`config.mk`:
```
export PLATFORM = sky130hd
export DESIGN_NAME = aifv_top
export DESIGN_NICKNAME = d
export VERILOG_FILES = /design/src/hdl/aifv_pkg.sv /design/src/hdl/aifv_vec_if.sv /design/src/hdl/aifv_top.sv /design/src/hdl/aifv_vec_enc.sv
export SDC_FILE = /design/constraint.sdc
export NUM_CORES = 1
export LEC_CHECK = 0
export ABC_AREA = 0
export BUFFER_PORTS_ARGS = -buffer_cell sky130_fd_sc_hd__buf_2
export CORE_UTILIZATION = 35
export CTS_BUF_LIST = sky130_fd_sc_hd__clkbuf_4
export DETAILED_ROUTE_END_ITERATION = 7
export GPL_TIMING_DRIVEN = 0
export PLACE_DENSITY = 0.58
export SYNTH_ARGS = -nofsm -noshare
export SYNTH_HDL_FRONTEND = slang
export SYNTH_HIERARCHICAL = 1
export SYNTH_SLANG_ARGS = --single-unit
```
`constraint.sdc`:
```
create_clock -name aclk -period 2.6 [get_ports aclk]
set_input_delay 0.13 -clock aclk [delete_from_list [all_inputs] [get_ports aclk]]
set_output_delay 0.13 -clock aclk [all_outputs]
set_load 0.02 [all_outputs]
```
`src/hdl/aifv_pkg.sv`:
```
package aifv_pkg;

  localparam int AXI_AW = 8;
  localparam int AXI_DW = 32;
  localparam int NUM_SLOTS = 16;
  localparam int REG_W = 16;
  localparam int NUM_OVF = 2;
  localparam int STRB_W = AXI_DW / 8;

  // Register byte addresses
  localparam logic [AXI_AW-1:0] OFS_ENABLE = 8'h00;
  localparam logic [AXI_AW-1:0] OFS_FLAGS = 8'h04;
  localparam logic [AXI_AW-1:0] OFS_VECTOR = 8'h08;
  localparam logic [AXI_AW-1:0] OFS_OVF_STAT = 8'h0c;
  localparam logic [AXI_AW-1:0] OFS_OVF_MASK = 8'h10;

  // Reset values
  localparam logic [REG_W-1:0] RST_ENABLE = 16'h0000;
  localparam logic [REG_W-1:0] RST_FLAGS = 16'h0000;
  localparam logic [NUM_OVF-1:0] RST_OVF = 2'h0;

  // Overflow status bit positions
  localparam int OVF_RESULT_BIT = 0;
  localparam int OVF_TIME_BIT = 1;

  // Vector code field, bits 5 to 1
  localparam int CODE_LSB = 1;
  localparam int CODE_W = 5;
  localparam int CODE_MSB = CODE_LSB + CODE_W - 1;
  localparam logic [CODE_W-1:0] CODE_NONE = 5'h00;
  localparam logic [CODE_W-1:0] CODE_RES_OVF = 5'h01;
  localparam logic [CODE_W-1:0] CODE_TIME_OVF = 5'h02;
  localparam logic [CODE_W-1:0] CODE_FLAG0 = 5'h03;

  localparam logic [1:0] RESP_OKAY = 2'h0;
  localparam logic [1:0] RESP_SLVERR = 2'h2;

  typedef enum logic [2:0] {
    SEL_ENABLE,
    SEL_FLAGS,
    SEL_VECTOR,
    SEL_OVF_STAT,
    SEL_OVF_MASK,
    SEL_NONE
  } aifv_sel_t;

  function automatic aifv_sel_t aifv_decode(
    input logic [AXI_AW-1:0] addr
  );
    case (addr)
      OFS_ENABLE: return SEL_ENABLE;
      OFS_FLAGS: return SEL_FLAGS;
      OFS_VECTOR: return SEL_VECTOR;
      OFS_OVF_STAT: return SEL_OVF_STAT;
      OFS_OVF_MASK: return SEL_OVF_MASK;
      default: return SEL_NONE;
    endcase
  endfunction : aifv_decode

  // Byte-lane merge for a 16-bit register in the low half-word
  function automatic logic [REG_W-1:0] aifv_merge16(
    input logic [REG_W-1:0] old,
    input logic [AXI_DW-1:0] data,
    input logic [STRB_W-1:0] strb
  );
    logic [REG_W-1:0] res;
    res = old;
    if (strb[0])
    begin
      res[7:0] = data[7:0];
    end
    if (strb[1])
    begin
      res[15:8] = data[15:8];
    end
    return res;
  endfunction : aifv_merge16

endpackage : aifv_pkg

```
`src/hdl/aifv_vec_if.sv`:
```
`timescale 1ns/1ps
interface aifv_vec_if;
  logic [aifv_pkg::NUM_SLOTS-1:0] pend_flags;
  logic [aifv_pkg::NUM_OVF-1:0] pend_ovf;
  logic [aifv_pkg::CODE_W-1:0] code;

  modport enc (
    input pend_flags,
    input pend_ovf,
    output code
  );

  modport src (
    output pend_flags,
    output pend_ovf,
    input code
  );
endinterface : aifv_vec_if

```
`src/hdl/aifv_top.sv`:
```
// Implementation choices: the address map and the AXI4-Lite interface to the registers.
`timescale 1ns/1ps
module aifv_top (
  input wire logic aclk,
  input wire logic aresetn,
  input wire logic [aifv_pkg::AXI_AW-1:0] s_axi_awaddr,
  input wire logic s_axi_awvalid,
  output logic s_axi_awready,
  input wire logic [aifv_pkg::AXI_DW-1:0] s_axi_wdata,
  input wire logic [aifv_pkg::STRB_W-1:0] s_axi_wstrb,
  input wire logic s_axi_wvalid,
  output logic s_axi_wready,
  output logic [1:0] s_axi_bresp,
  output logic s_axi_bvalid,
  input wire logic s_axi_bready,
  input wire logic [aifv_pkg::AXI_AW-1:0] s_axi_araddr,
  input wire logic s_axi_arvalid,
  output logic s_axi_arready,
  output logic [aifv_pkg::AXI_DW-1:0] s_axi_rdata,
  output logic [1:0] s_axi_rresp,
  output logic s_axi_rvalid,
  input wire logic s_axi_rready,
  input wire logic [aifv_pkg::NUM_SLOTS-1:0] slot_load,
  input wire logic [aifv_pkg::NUM_SLOTS-1:0] slot_access,
  input wire logic result_ovf_evt,
  input wire logic time_ovf_evt,
  output logic irq
);

  logic awready_ff;
  logic aw_hold_ff;
  logic [aifv_pkg::AXI_AW-1:0] awaddr_ff;
  logic wready_ff;
  logic w_hold_ff;
  logic [aifv_pkg::AXI_DW-1:0] wdata_ff;
  logic [aifv_pkg::STRB_W-1:0] wstrb_ff;
  logic bvalid_ff;
  logic [1:0] bresp_ff;
  logic arready_ff;
  logic rvalid_ff;
  logic [aifv_pkg::AXI_DW-1:0] rdata_ff;
  logic [1:0] rresp_ff;
  aifv_pkg::aifv_sel_t rd_sel_ff;

  logic [aifv_pkg::REG_W-1:0] result_irq_enable_mask_ff;
  logic [aifv_pkg::REG_W-1:0] result_irq_flags_ff;
  logic [aifv_pkg::CODE_W-1:0] irq_vector_code_ff;
  logic [aifv_pkg::NUM_OVF-1:0] ovf_status_ff;
  logic [aifv_pkg::NUM_OVF-1:0] ovf_mask_ff;
  logic irq_ff;

  logic [aifv_pkg::REG_W-1:0] nxt_flags;
  logic [aifv_pkg::NUM_OVF-1:0] nxt_ovf;
  logic [aifv_pkg::NUM_OVF-1:0] ovf_evt;
  logic [aifv_pkg::NUM_OVF-1:0] ovf_w1c;
  logic [aifv_pkg::AXI_DW-1:0] rd_word;
  logic aw_hs;
  logic w_hs;
  logic ar_hs;
  logic wr_do;
  aifv_pkg::aifv_sel_t wr_sel;
  aifv_pkg::aifv_sel_t ar_sel;

  aifv_vec_if vif ();

  aifv_vec_enc u_enc (
    .vif(vif.enc)
  );

  assign s_axi_awready = awready_ff;
  assign s_axi_wready = wready_ff;
  assign s_axi_bvalid = bvalid_ff;
  assign s_axi_bresp = bresp_ff;
  assign s_axi_arready = arready_ff;
  assign s_axi_rvalid = rvalid_ff;
  assign s_axi_rdata = rdata_ff;
  assign s_axi_rresp = rresp_ff;
  assign irq = irq_ff;

  assign aw_hs = s_axi_awvalid & awready_ff;
  assign w_hs = s_axi_wvalid & wready_ff;
  assign ar_hs = s_axi_arvalid & arready_ff;
  // Address and data may arrive in either order; act once both are held
  assign wr_do = aw_hold_ff & w_hold_ff & ~bvalid_ff;
  assign wr_sel = aifv_pkg::aifv_decode(awaddr_ff);
  assign ar_sel = aifv_pkg::aifv_decode(s_axi_araddr);

  // Write address channel
  always_ff @(posedge aclk)
  begin
    if (!aresetn)
    begin
      awready_ff <= 1'b0;
      aw_hold_ff <= 1'b0;
      awaddr_ff <= '0;
    end
    else if (aw_hs)
    begin
      awready_ff <= 1'b0;
      aw_hold_ff <= 1'b1;
      awaddr_ff <= s_axi_awaddr;
    end
    else if (bvalid_ff && s_axi_bready)
    begin
      awready_ff <= 1'b1;
      aw_hold_ff <= 1'b0;
    end
    else if (!aw_hold_ff)
    begin
      awready_ff <= 1'b1;
    end
  end

  // Write data channel
  always_ff @(posedge aclk)
  begin
    if (!aresetn)
    begin
      wready_ff <= 1'b0;
      w_hold_ff <= 1'b0;
      wdata_ff <= '0;
      wstrb_ff <= '0;
    end
    else if (w_hs)
    begin
      wready_ff <= 1'b0;
      w_hold_ff <= 1'b1;
      wdata_ff <= s_axi_wdata;
      wstrb_ff <= s_axi_wstrb;
    end
    else if (bvalid_ff && s_axi_bready)
    begin
      wready_ff <= 1'b1;
      w_hold_ff <= 1'b0;
    end
    else if (!w_hold_ff)
    begin
      wready_ff <= 1'b1;
    end
  end

  // Write response; unmapped addresses answer SLVERR
  always_ff @(posedge aclk)
  begin
    if (!aresetn)
    begin
      bvalid_ff <= 1'b0;
      bresp_ff <= aifv_pkg::RESP_OKAY;
    end
    else if (wr_do)
    begin
      bvalid_ff <= 1'b1;
      bresp_ff <= (wr_sel == aifv_pkg::SEL_NONE) ?
        aifv_pkg::RESP_SLVERR : aifv_pkg::RESP_OKAY;
    end
    else if (s_axi_bready)
    begin
      bvalid_ff <= 1'b0;
    end
  end

  // Read mux; vector code sits above a zero bit 0
  always_comb
  begin
    rd_word = '0;
    case (ar_sel)
      aifv_pkg::SEL_ENABLE:
        rd_word[aifv_pkg::REG_W-1:0] = result_irq_enable_mask_ff;
      aifv_pkg::SEL_FLAGS:
        rd_word[aifv_pkg::REG_W-1:0] = result_irq_flags_ff;
      aifv_pkg::SEL_VECTOR:
        rd_word[aifv_pkg::CODE_MSB:aifv_pkg::CODE_LSB] =
          irq_vector_code_ff;
      aifv_pkg::SEL_OVF_STAT:
        rd_word[aifv_pkg::NUM_OVF-1:0] = ovf_status_ff;
      aifv_pkg::SEL_OVF_MASK:
        rd_word[aifv_pkg::NUM_OVF-1:0] = ovf_mask_ff;
      default:
        rd_word = '0;
    endcase
  end

  // Read channel; answer one cycle after the address is taken
  always_ff @(posedge aclk)
  begin
    if (!aresetn)
    begin
      arready_ff <= 1'b0;
      rvalid_ff <= 1'b0;
      rdata_ff <= '0;
      rresp_ff <= aifv_pkg::RESP_OKAY;
      rd_sel_ff <= aifv_pkg::SEL_NONE;
    end
    else if (ar_hs)
    begin
      arready_ff <= 1'b0;
      rvalid_ff <= 1'b1;
      rdata_ff <= rd_word;
      rd_sel_ff <= ar_sel;
      rresp_ff <= (ar_sel == aifv_pkg::SEL_NONE) ?
        aifv_pkg::RESP_SLVERR : aifv_pkg::RESP_OKAY;
    end
    else if (rvalid_ff && s_axi_rready)
    begin
      arready_ff <= 1'b1;
      rvalid_ff <= 1'b0;
    end
    else if (!rvalid_ff)
    begin
      arready_ff <= 1'b1;
    end
  end

  // Enable mask
  always_ff @(posedge aclk)
  begin
    if (!aresetn)
    begin
      result_irq_enable_mask_ff <= aifv_pkg::RST_ENABLE;
    end
    else if (wr_do && wr_sel == aifv_pkg::SEL_ENABLE)
    begin
      result_irq_enable_mask_ff <= aifv_pkg::aifv_merge16(
        result_irq_enable_mask_ff, wdata_ff, wstrb_ff);
    end
  end

  // Hardware load wins over any clear in the same cycle
  always_comb
  begin
    nxt_flags = result_irq_flags_ff;
    if (wr_do && wr_sel == aifv_pkg::SEL_FLAGS)
    begin
      nxt_flags = aifv_pkg::aifv_merge16(
        result_irq_flags_ff, wdata_ff, wstrb_ff);
    end
    nxt_flags = nxt_flags & ~slot_access;
    nxt_flags = nxt_flags | slot_load;
  end

  always_ff @(posedge aclk)
  begin
    if (!aresetn)
    begin
      result_irq_flags_ff <= aifv_pkg::RST_FLAGS;
    end
    else
    begin
      result_irq_flags_ff <= nxt_flags;
    end
  end

  // Overflow status: sticky, write one to clear, event wins
  always_comb
  begin
    ovf_evt = '0;
    ovf_evt[aifv_pkg::OVF_RESULT_BIT] = result_ovf_evt;
    ovf_evt[aifv_pkg::OVF_TIME_BIT] = time_ovf_evt;
    ovf_w1c = '0;
    if (wr_do && wr_sel == aifv_pkg::SEL_OVF_STAT && wstrb_ff[0])
    begin
      ovf_w1c = wdata_ff[aifv_pkg::NUM_OVF-1:0];
    end
    nxt_ovf = (ovf_status_ff & ~ovf_w1c) | ovf_evt;
  end

  always_ff @(posedge aclk)
  begin
    if (!aresetn)
    begin
      ovf_status_ff <= aifv_pkg::RST_OVF;
    end
    else
    begin
      ovf_status_ff <= nxt_ovf;
    end
  end

  always_ff @(posedge aclk)
  begin
    if (!aresetn)
    begin
      ovf_mask_ff <= aifv_pkg::RST_OVF;
    end
    else if (wr_do && wr_sel == aifv_pkg::SEL_OVF_MASK && wstrb_ff[0])
    begin
      ovf_mask_ff <= wdata_ff[aifv_pkg::NUM_OVF-1:0];
    end
  end

  // Only enabled sources compete for the vector
  assign vif.pend_flags = result_irq_flags_ff & result_irq_enable_mask_ff;
  assign vif.pend_ovf = ovf_status_ff & ovf_mask_ff;

  always_ff @(posedge aclk)
  begin
    if (!aresetn)
    begin
      irq_vector_code_ff <= aifv_pkg::CODE_NONE;
    end
    else
    begin
      irq_vector_code_ff <= vif.code;
    end
  end

  // Level request, one cycle behind the pending state
  always_ff @(posedge aclk)
  begin
    if (!aresetn)
    begin
      irq_ff <= 1'b0;
    end
    else
    begin
      irq_ff <= (|vif.pend_flags) | (|vif.pend_ovf);
    end
  end
endmodule : aifv_top

```
`src/hdl/aifv_vec_enc.sv`:
```
`timescale 1ns/1ps
module aifv_vec_enc (
  aifv_vec_if.enc vif
);

  // Walk from lowest priority upward so the last hit wins
  always_comb
  begin
    vif.code = aifv_pkg::CODE_NONE;
    for (int i = aifv_pkg::NUM_SLOTS - 1; i >= 0; i--)
    begin
      if (vif.pend_flags[i])
      begin
        vif.code = aifv_pkg::CODE_FLAG0
          + aifv_pkg::CODE_W'(i);
      end
    end
    if (vif.pend_ovf[aifv_pkg::OVF_TIME_BIT])
    begin
      vif.code = aifv_pkg::CODE_TIME_OVF;
    end
    if (vif.pend_ovf[aifv_pkg::OVF_RESULT_BIT])
    begin
      vif.code = aifv_pkg::CODE_RES_OVF;
    end
  end

endmodule : aifv_vec_enc

```
==> impl_metrics.tcl, run 1 <==
set metrics [dict create \
    pwr-share-comb_pct 13.8 \
    clk_pin_slew_ns 0.13 \
    crit_family "simple AND/OR/NAND/NOR gates" \
    fin_skew_ns 0.01559 \
    rows 40 \
    cp-end-kind "flip-flop" \
    rr_startpoint "awaddr_ff[3]" \
    cts_made_buffers 9 \
    crit_start "awaddr_ff[3]" \
    syn_area_per_cell_um2 8.653 \
    avgRoutedWirePerCell_um 14.74 \
    grt_pass1_wl_mm 19.97 \
    place_congestion 0.8232 \
    die_w_um 114.4 \
    cts-root-buf "clkbuf_4" \
    postRouteAntennaNets 0 \
    final.setup.tns_ns 0 \
    layout-area-overhead-vs-synth_pct 34.41 \
    first_pass_iters 5 \
    timing.hold.ws_ns -0.003005 \
    portBuffers 96 \
    seq_area_um2 1862 \
    coreArea_um2 12160 \
    io_pins 135 \
    clkLatencyLatePin_ns 0.44 \
    antenna_found_initial 0 \
    path_buf_inv 2 \
    hold_path.class "in -> reg" \
    status "finished, violations left" \
    yosys.cell_types.count 47 \
    syn-instance-count 511 \
    drive_gt1_share_pct 21.57 \
    syn_area_um2 4422 \
    crit_chain "or4bb_1 > nor4_4 > buf_2 > o211ai_1 > dlygate4sd3_1" \
    power.share.sequential_pct 54.4 \
    ctsResizeCount 0 \
    route.vias.total 4266 \
    dieArea_um2 13090 \
    yosysSeqAreaShare_pct 42.11 \
    vdd_ir_drop_max_mv 0.2372 \
    clkPwrFrac_pct 31.8 \
    totalWireLength_mm 12.79 \
    leakage_nw 2.341 \
    fin_crit_sh_pct 94.23 \
    grtUsageTotal_pct 19.86 \
    cpPeakStageDelay_ns 0.57 \
    p_total_w 0.002797 \
    multi_input_area_um2 2349 \
    initial_core_util_pct 36.36 \
    viasPerCell 4.915 \
    switching_share_pct 25.49 \
    fin_crit_ns 2.450 \
    grt-ovfl-total 0 \
    slew_headroom_pct 35.66 \
    p_int_w 0.002085 \
    finalHoldViolations 1 \
    violations "negative hold slack" \
    diodes 0 \
    required_ns 2.93 \
    rsz0062_at_grt "no" \
    async_reset_ff_share_pct 0 \
    cts_tree "built" \
    first_global_vias 3945 \
    synth_edf_count 0 \
    clk_path_buf_depth 2 \
    crit_type "reg -> reg" \
    start_kind "flip-flop" \
    fill_cells 1224 \
    drv_slew 0 \
    synth_ff_type "dfxtp_1" \
    maxCapViolations 0 \
    htreeDepth 3 \
    post-route-drc-count 0 \
    die_h_um 114.4 \
    ys_ff_latch 93 \
    finalSetupViolations 0 \
    grt_max_degree 14 \
    dp_hpwl_mm 9.553 \
    worstMarginPinSlew_ns 0.9571 \
    synth_warnings 6 \
    p_per_area_nw_per_um2 470.7 \
    cp_max_fo 10 \
    power.switching_w 0.0007129 \
    min_from "slot_access[0]" \
    cts.sinks 93 \
    dr.first_iter.drc_count 268 \
    slowest_stage "or4bb_1" \
    fmax_mhz 408.2 \
    fin_nets 790 \
    cp.arrival_ns 2.78 \
]
==> sequential cells by signal, summed over array words and instances, names as in the netlist, 5 cells and up <==
register	flops
result_irq_flags_ff	16
wdata_ff	16
awaddr_ff	8
irq_vector_code_ff	5
s_axi_rdata	16
result_irq_enable_mask_ff	16
==> power by group through the flow <==
stage / sequential [W] / combinational (W) / clock [W]
floorplan: 0.00154 / 0.000192 / 0
global placement: 0.00155 / 0.000307 / 0
detailed placement: 0.00155 / 0.000313 / 0
CTS: 0.00152 / 0.000384 / 0.000904
global route: 0.00153 / 0.000423 / 0.000960
finish: 0.00152 / 0.000385 / 0.000890
==> metal layers <==
layer  global-route usage, %  routed length, um  vias to the layer above
met5                       0                  0                        -
met4                   7.013                235                        0
met3                   2.488                679                       18
met2                   32.28               5817                      135
met1                   27.10               6058                     1954
li1                        -                  -                     2159
==> repair_timing <==
| item | in CTS | in global routing |
|---|---|---|
| hold buffers | 58 | 0 |
| endpoints found under the setup margin | 0 | 9 |
| endpoints found under the hold margin | 47 | 0 |
| setup buffers | 0 | 4 |
==> worst paths after layout <==
path	to	slack, ns	depth (start not counted)
worst min-delay path	result_irq_flags_ff[0]	-0.003	3
worst max-delay path	result_irq_flags_ff[11]	0.15	5
worst max register to register	result_irq_flags_ff[11]	0.15	5
worst min register to register	s_axi_rdata[11]	0.46	2
==> worst register-to-register path, stage by stage (launching register included) <==
cell	delay (ns)
dfxtp_1	0.41
or4bb_1	0.58
nor4_4	0.37
buf_2	0.30
o211ai_1	0.12
dlygate4sd3_1	0.56
==> Yosys cell counts, types with 2 or more instances <==
cell / count / area [um^2]
o21a_1: 3 / 22.52
a21oi_1: 7 / 35.03
nor4_4: 4 / 85.08
o211a_1: 2 / 20.02
o211ai_1: 16 / 120.1
buf_4: 18 / 135.1
a41oi_1: 2 / 17.52
nand3_1: 11 / 55.05
nor2_1: 9 / 33.78
nor3_1: 8 / 40.04
nand3b_1: 16 / 120.1
o21ai_0: 28 / 140.1
clkbuf_1: 22 / 82.58
and2_1: 27 / 168.9
mux2_2: 5 / 56.30
nor4_1: 8 / 50.05
inv_1: 7 / 26.28
nand2b_1: 3 / 18.77
or4bb_1: 4 / 45.04
buf_2: 3 / 15.01
a22oi_1: 14 / 105.1
a31oi_1: 2 / 12.51
dfxtp_1: 93 / 1862
nand4b_1: 17 / 148.9
nand2_1: 106 / 397.9
or4_1: 4 / 30.03
buf_1: 3 / 11.26
a21boi_0: 31 / 232.7
mux2i_1: 11 / 110.1
nor2b_1: 10 / 62.56
==> final cells by class <==
cell class | count | share of cell area (%)
Clock buffer | 12 | 1.516
Clock inverter | 2 | 1.011
Sequential cell | 93 | 31.33
Multi-Input combinational cell | 381 | 39.52
Tap cell | 168 | 3.537
Inverter | 7 | 0.4421
Buffer | 47 | 4.295
Timing Repair Buffer | 158 | 18.36
==> per-stage QoR <==
step	hold slack [ns]	worst slack (ns)	std cells	instance area, um^2	util, %
after CTS	0.004670	0.02351	864	5913	48.62
final	-0.003005	0.1501	868	5943	48.87
after global placement	0.3456	0.4203	792	5176	42.56
after floorplan	0.2539	0.7258	528	4486	-
after detailed placement	0.3484	0.4688	792	5182	42.61
after global routing	0.006556	0.02694	868	5943	48.87
==> cells in the final DEF (no fill, tap or decap), drive strengths merged, types with 7 or more instances in the layout <==
master,Yosys,layout
and2,27,27
nor3,8,8
nor2b,10,10
a21oi,7,7
nand4b,17,17
o21ai,28,28
nand3,11,11
mux2i,11,11
conb,1,18
dfxtp,93,93
nor4,12,12
buf,25,125
inv,7,7
dlygate4sd3,0,58
nand2,106,106
a22oi,14,14
nor2,9,9
o211ai,16,16
a21boi,31,31
clkbuf,22,34
nand3b,17,17
==> cells by family after synthesis <==
group | count (synthesis) | share of synthesized area [%]
other | 1 | 0.08481
flip-flops | 93 | 42.11
buffers and inverters | 54 | 6.367
AND/OR/NAND/NOR | 234 | 29.91
multiplexers | 16 | 3.763
AO/OA/AOI/OAI | 113 | 17.77
Power figures use the tool's default switching activity.
==> run 2, diff against run 1 <==
--- a/config.mk
+++ b/config.mk
@@ -12,6 +12,7 @@
 export DETAILED_ROUTE_END_ITERATION = 7
 export GPL_TIMING_DRIVEN = 0
 export PLACE_DENSITY = 0.58
+export RECOVER_POWER = 100
 export SYNTH_ARGS = -nofsm -noshare
 export SYNTH_HDL_FRONTEND = slang
 export SYNTH_HIERARCHICAL = 1
==> run 2 against run 1 <==
Net effect: the flow still finishes with violations (negative hold slack); non-clock buffer count is the same; maximum frequency decreased by 0.48%; register-to-register slack barely moved; clock-buffer cell count unchanged; routed wire length rose by 0.10%; critical endpoint unchanged.
==> impl_metrics.tcl, run 2 (synthesis gave the netlist of run 1 again) <==
set metrics [dict create \
    status "finished, violations left" \
    violations "negative hold slack" \
    totalWireLength_mm 12.80 \
    io_pins 135 \
    crit_family "simple AND/OR/NAND/NOR gates" \
    clkLatencyLatePin_ns 0.44 \
    cts-root-buf "clkbuf_4" \
    hold_path.class "in -> reg" \
    layout-area-overhead-vs-synth_pct 33.39 \
    first_global_vias 3945 \
    grt_pass1_wl_mm 19.97 \
    finalNonFillerCells 868 \
    coreArea_um2 12160 \
    cp_max_fo 10 \
    clk_pin_slew_ns 0.13 \
    path_buf_inv 2 \
    final_util_pct 48.50 \
    slew_headroom_pct 36.29 \
    initial_core_util_pct 36.36 \
    grt_max_degree 14 \
    viasPerCell 4.921 \
    cp-end-kind "flip-flop" \
    fin_crit_ns 2.462 \
    antenna_found_initial 0 \
    diodes 0 \
    first_pass_iters 4 \
    fin_crit_sh_pct 94.68 \
    post-route-drc-count 0 \
    vdd_ir_drop_max_mv 0.2362 \
    dp_hpwl_mm 9.553 \
    cpPeakStageDelay_ns 0.57 \
    seq_area_um2 1862 \
    worstMarginPinSlew_ns 0.9478 \
    final.setup.tns_ns 0 \
    dp.cells 792 \
    fill_cells 1227 \
    portBuffers 96 \
    cts_made_buffers 9 \
    die_w_um 114.4 \
    leakage_nw 2.225 \
    final_common_cell "nand2_1" \
    drive_gt1_share_pct 17.71 \
    postRouteAntennaNets 0 \
    fin_nets 790 \
    route.vias.total 4271 \
    clk_path_buf_depth 2 \
    rows 40 \
    slowest_stage "or4bb_1" \
    crit_type "reg -> reg" \
    avgRoutedWirePerCell_um 14.75 \
    required_ns 2.93 \
    cts.sinks 93 \
    cts_tree "built" \
    place_congestion 0.8232 \
    finalSetupViolations 0 \
    die_h_um 114.4 \
    crit_chain "or4bb_1 > nor4_4 > buf_2 > o211ai_1 > dlygate4sd3_1" \
    cp.arrival_ns 2.79 \
    dr.first_iter.drc_count 222 \
    drv_slew 0 \
    fmax_mhz 406.2 \
    htreeDepth 3 \
    maxCapViolations 0 \
    dieArea_um2 13090 \
    timing.hold.ws_ns -0.001330 \
    grt-ovfl-total 0 \
    fin_skew_ns 0.01528 \
    grtUsageTotal_pct 19.86 \
    final_cell_mix "106 x nand2_1, 93 x dfxtp_1, 73 x buf_2" \
    multi_input_area_um2 2336 \
    start_kind "flip-flop" \
    rsz0062_at_grt "no" \
    finalHoldViolations 1 \
    p_per_area_nw_per_um2 473.0 \
]
run 2: cell count changes in the layout (fill, tap and decap cells not counted), sizes merged:
cell and change:
buf -28, clkbuf +28
run 2: area by class of cell:
cell class,instances,share of cell area [%]
multi-input combinational,381,39.61
inverter,7,0.4455
tap,168,3.564
buffer,47,4.306
sequential,93,31.57
clock buffer,12,1.527
timing repair buffer,158,17.97
clock inverter,2,1.018
run 2: final timing paths:
kind | from | endpoint | slack (ns) | depth (start not counted)
worst max-delay path | awaddr_ff[3] | result_irq_flags_ff[11] | 0.14 | 5
worst min-delay path | slot_access[0] | result_irq_flags_ff[0] | -0.001 | 3
worst max register to register | awaddr_ff[3] | result_irq_flags_ff[11] | 0.14 | 5
worst min register to register | s_axi_rdata[7] | s_axi_rdata[7] | 0.47 | 2
run 2: metrics by stage:
stage	hold WS [ns]	area [um^2]	power (W)	worst slack, ns
after floorplan	0.2539	4486	0.001735	0.7258
after global placement	0.3456	5176	0.001858	0.4203
after global routing	0.006556	5898	0.002907	0.02696
after detailed placement	0.3484	5182	0.001865	0.4688
after CTS	0.004670	5913	0.002808	0.02351
final	-0.001330	5898	0.002790	0.1382
run 2: timing repair:
item,CTS,global route
hold buffers,58,0
resized for setup,0,0
endpoints found under the setup margin,0,9
endpoints found under the hold margin,47,0
setup buffers,0,4
run 2: tightest hold or removal path: stages:
cell,delay (ns)
buf_2,0.09
nand3b_1,0.10
o211ai_1,0.08
run 2: power by group:
group	total (W)	internal (W)	leakage [nW]	switching, W
sequential	0.00152	0.00147	0.759	0.0000473
clock	0.000888	0.000414	0.0835	0.000473
combinational	0.000380	0.000191	1.38	0.000189
run 2: routing by layer:
layer  track usage (%)  share of wire (%)
met1             27.10                 48
met2             32.28                 45
met3             2.488                5.2
met4             7.013                1.7
met5                 0                  0
==> run 3, diff against run 2 <==
--- a/config.mk
+++ b/config.mk
@@ -8,9 +8,10 @@
 export ABC_AREA = 0
 export BUFFER_PORTS_ARGS = -buffer_cell sky130_fd_sc_hd__buf_2
 export CORE_UTILIZATION = 35
-export CTS_BUF_LIST = sky130_fd_sc_hd__clkbuf_4
+export CTS_BUF_LIST = sky130_fd_sc_hd__clkbuf_8
 export DETAILED_ROUTE_END_ITERATION = 7
 export GPL_TIMING_DRIVEN = 0
+export HOLD_SLACK_MARGIN = 0.12
 export PLACE_DENSITY = 0.58
 export RECOVER_POWER = 100
 export SYNTH_ARGS = -nofsm -noshare
==> run 3 against run 2 <==
Net effect: the run now ends clean; sequential share of layout area down 0.55 points; sequential power is essentially flat; cell count increased by 0.58%; register-to-register slack worse by 0.02 ns; highest routed layer unchanged.
==> impl_metrics.tcl, run 3 (synthesis gave the netlist of run 1 again) <==
set metrics [dict create \
    rsz0062_at_grt "no" \
    final.setup.tns_ns 0 \
    cts_tree "built" \
    fin_ws_ns 0.1214 \
    post-route-drc-count 0 \
    fin_area_um2 6002 \
    place_congestion 0.8232 \
    clk_pin_slew_ns 0.08 \
    viasPerCell 4.911 \
    grt-ovfl-total 0 \
    clkLatencyLatePin_ns 0.36 \
    totalWireLength_mm 12.92 \
    layout-area-overhead-vs-synth_pct 35.74 \
    cp_max_fo 10 \
    maxCapViolations 0 \
    start_kind "flip-flop" \
    crit_type "reg -> reg" \
    min_from "s_axi_araddr[1]" \
    dp_hpwl_mm 9.553 \
    cts_made_buffers 9 \
    postPlaceCellArea_um2 5182 \
    fin_nets 795 \
    final_common_cell "nand2_1" \
    cp.arrival_ns 2.73 \
    coreArea_um2 12160 \
    dieArea_um2 13090 \
    initial_core_util_pct 36.36 \
    drive_gt1_share_pct 17.16 \
    slew_headroom_pct 36.57 \
    required_ns 2.85 \
    hold_path.class "in -> reg" \
    crit_start "awaddr_ff[3]" \
    dp.cells 792 \
    p_per_area_nw_per_um2 487.2 \
    clk_path_buf_depth 2 \
    grt_max_degree 14 \
    route.vias.total 4287 \
    fin_skew_ns 0.005956 \
    drv_slew 0 \
    fin_crit_sh_pct 95.33 \
    rows 40 \
    grtUsageTotal_pct 20.18 \
    io_pins 135 \
    worstMarginPinSlew_ns 0.9436 \
    antenna_found_initial 0 \
    cp-end-kind "flip-flop" \
    htreeDepth 3 \
    dr.first_iter.drc_count 244 \
    postRouteAntennaNets 0 \
    fill_cells 1217 \
    diodes 0 \
    fmax_mhz 403.4 \
    finalSetupViolations 0 \
    grt_pass1_wl_mm 20.22 \
    finalHoldViolations 0 \
    finalNonFillerCells 873 \
    die_h_um 114.4 \
    portBuffers 96 \
    cts-root-buf "clkbuf_8" \
    avgRoutedWirePerCell_um 14.80 \
    die_w_um 114.4 \
    post-place-ws_ns 0.4688 \
    first_pass_iters 4 \
    leakage_nw 2.279 \
    rr_startpoint "awaddr_ff[3]" \
    status "finished, final reports clean" \
    cts.sinks 93 \
    first_global_vias 3996 \
    final_util_pct 49.35 \
    vdd_ir_drop_max_mv 0.2144 \
    fin_crit_ns 2.479 \
    final_cell_mix "106 x nand2_1, 93 x dfxtp_1, 73 x buf_2" \
]
-- run 3: where the power goes --
group          total [W]  switching (W)  leakage, nW  internal [W]
clock            0.00101       0.000491        0.109      0.000522
combinational   0.000390       0.000192         1.41      0.000198
sequential       0.00152      0.0000477        0.759       0.00147
-- run 3: final cells by class --
| type | count | area [um^2] | area share, % |
|---|---|---|---|
| timing repair buffer | 163 | 1110 | 18.49 |
| tap | 168 | 210.2 | 3.502 |
| clock inverter | 5 | 71.32 | 1.188 |
| clock buffer | 9 | 123.9 | 2.064 |
| multi-input combinational | 381 | 2345 | 39.07 |
| buffer | 47 | 254.0 | 4.232 |
| inverter | 7 | 26.28 | 0.4378 |
| sequential | 93 | 1862 | 31.02 |
-- run 3: repair_timing --
action                     CTS  global route
setup endpoints to repair    0            13
gates resized for setup      0             0
hold endpoints to repair    47             0
setup buffers                0             4
hold buffers                63             0
-- run 3: routing by layer --
layer | GRT usage (%) | vias up | share of wire (%)
li1 | - | 2165 | -
met1 | 27.29 | 1971 | 48
met2 | 32.65 | 135 | 46
met3 | 2.329 | 16 | 4.4
met4 | 8.398 | 0 | 1.8
met5 | 0 | - | 0
-- run 3: worst max-delay path: stages, from the launching register on --
cell and delay [ns]:
dfxtp_1 0.39, or4bb_1 0.58, nor4_4 0.39, buf_2 0.31, o211ai_1 0.12, dlygate4sd3_1 0.58
-- run 3: metrics by stage --
stage | total power [W] | hold slack, ns
after floorplan | 0.001735 | 0.2539
final | 0.002924 | 0.1725
after global routing | 0.003049 | 0.2158
after detailed placement | 0.001865 | 0.3484
after global placement | 0.001858 | 0.3456
after CTS | 0.002945 | 0.1737
-- run 3: final timing paths --
kind                                                 to  slack [ns]  cells after the start
worst min-delay path                     s_axi_rresp[1]        0.17                      3
worst max register to register  result_irq_flags_ff[10]        0.12                      5
worst min register to register           s_axi_rdata[7]        0.46                      2
worst max-delay path            result_irq_flags_ff[10]        0.12                      5
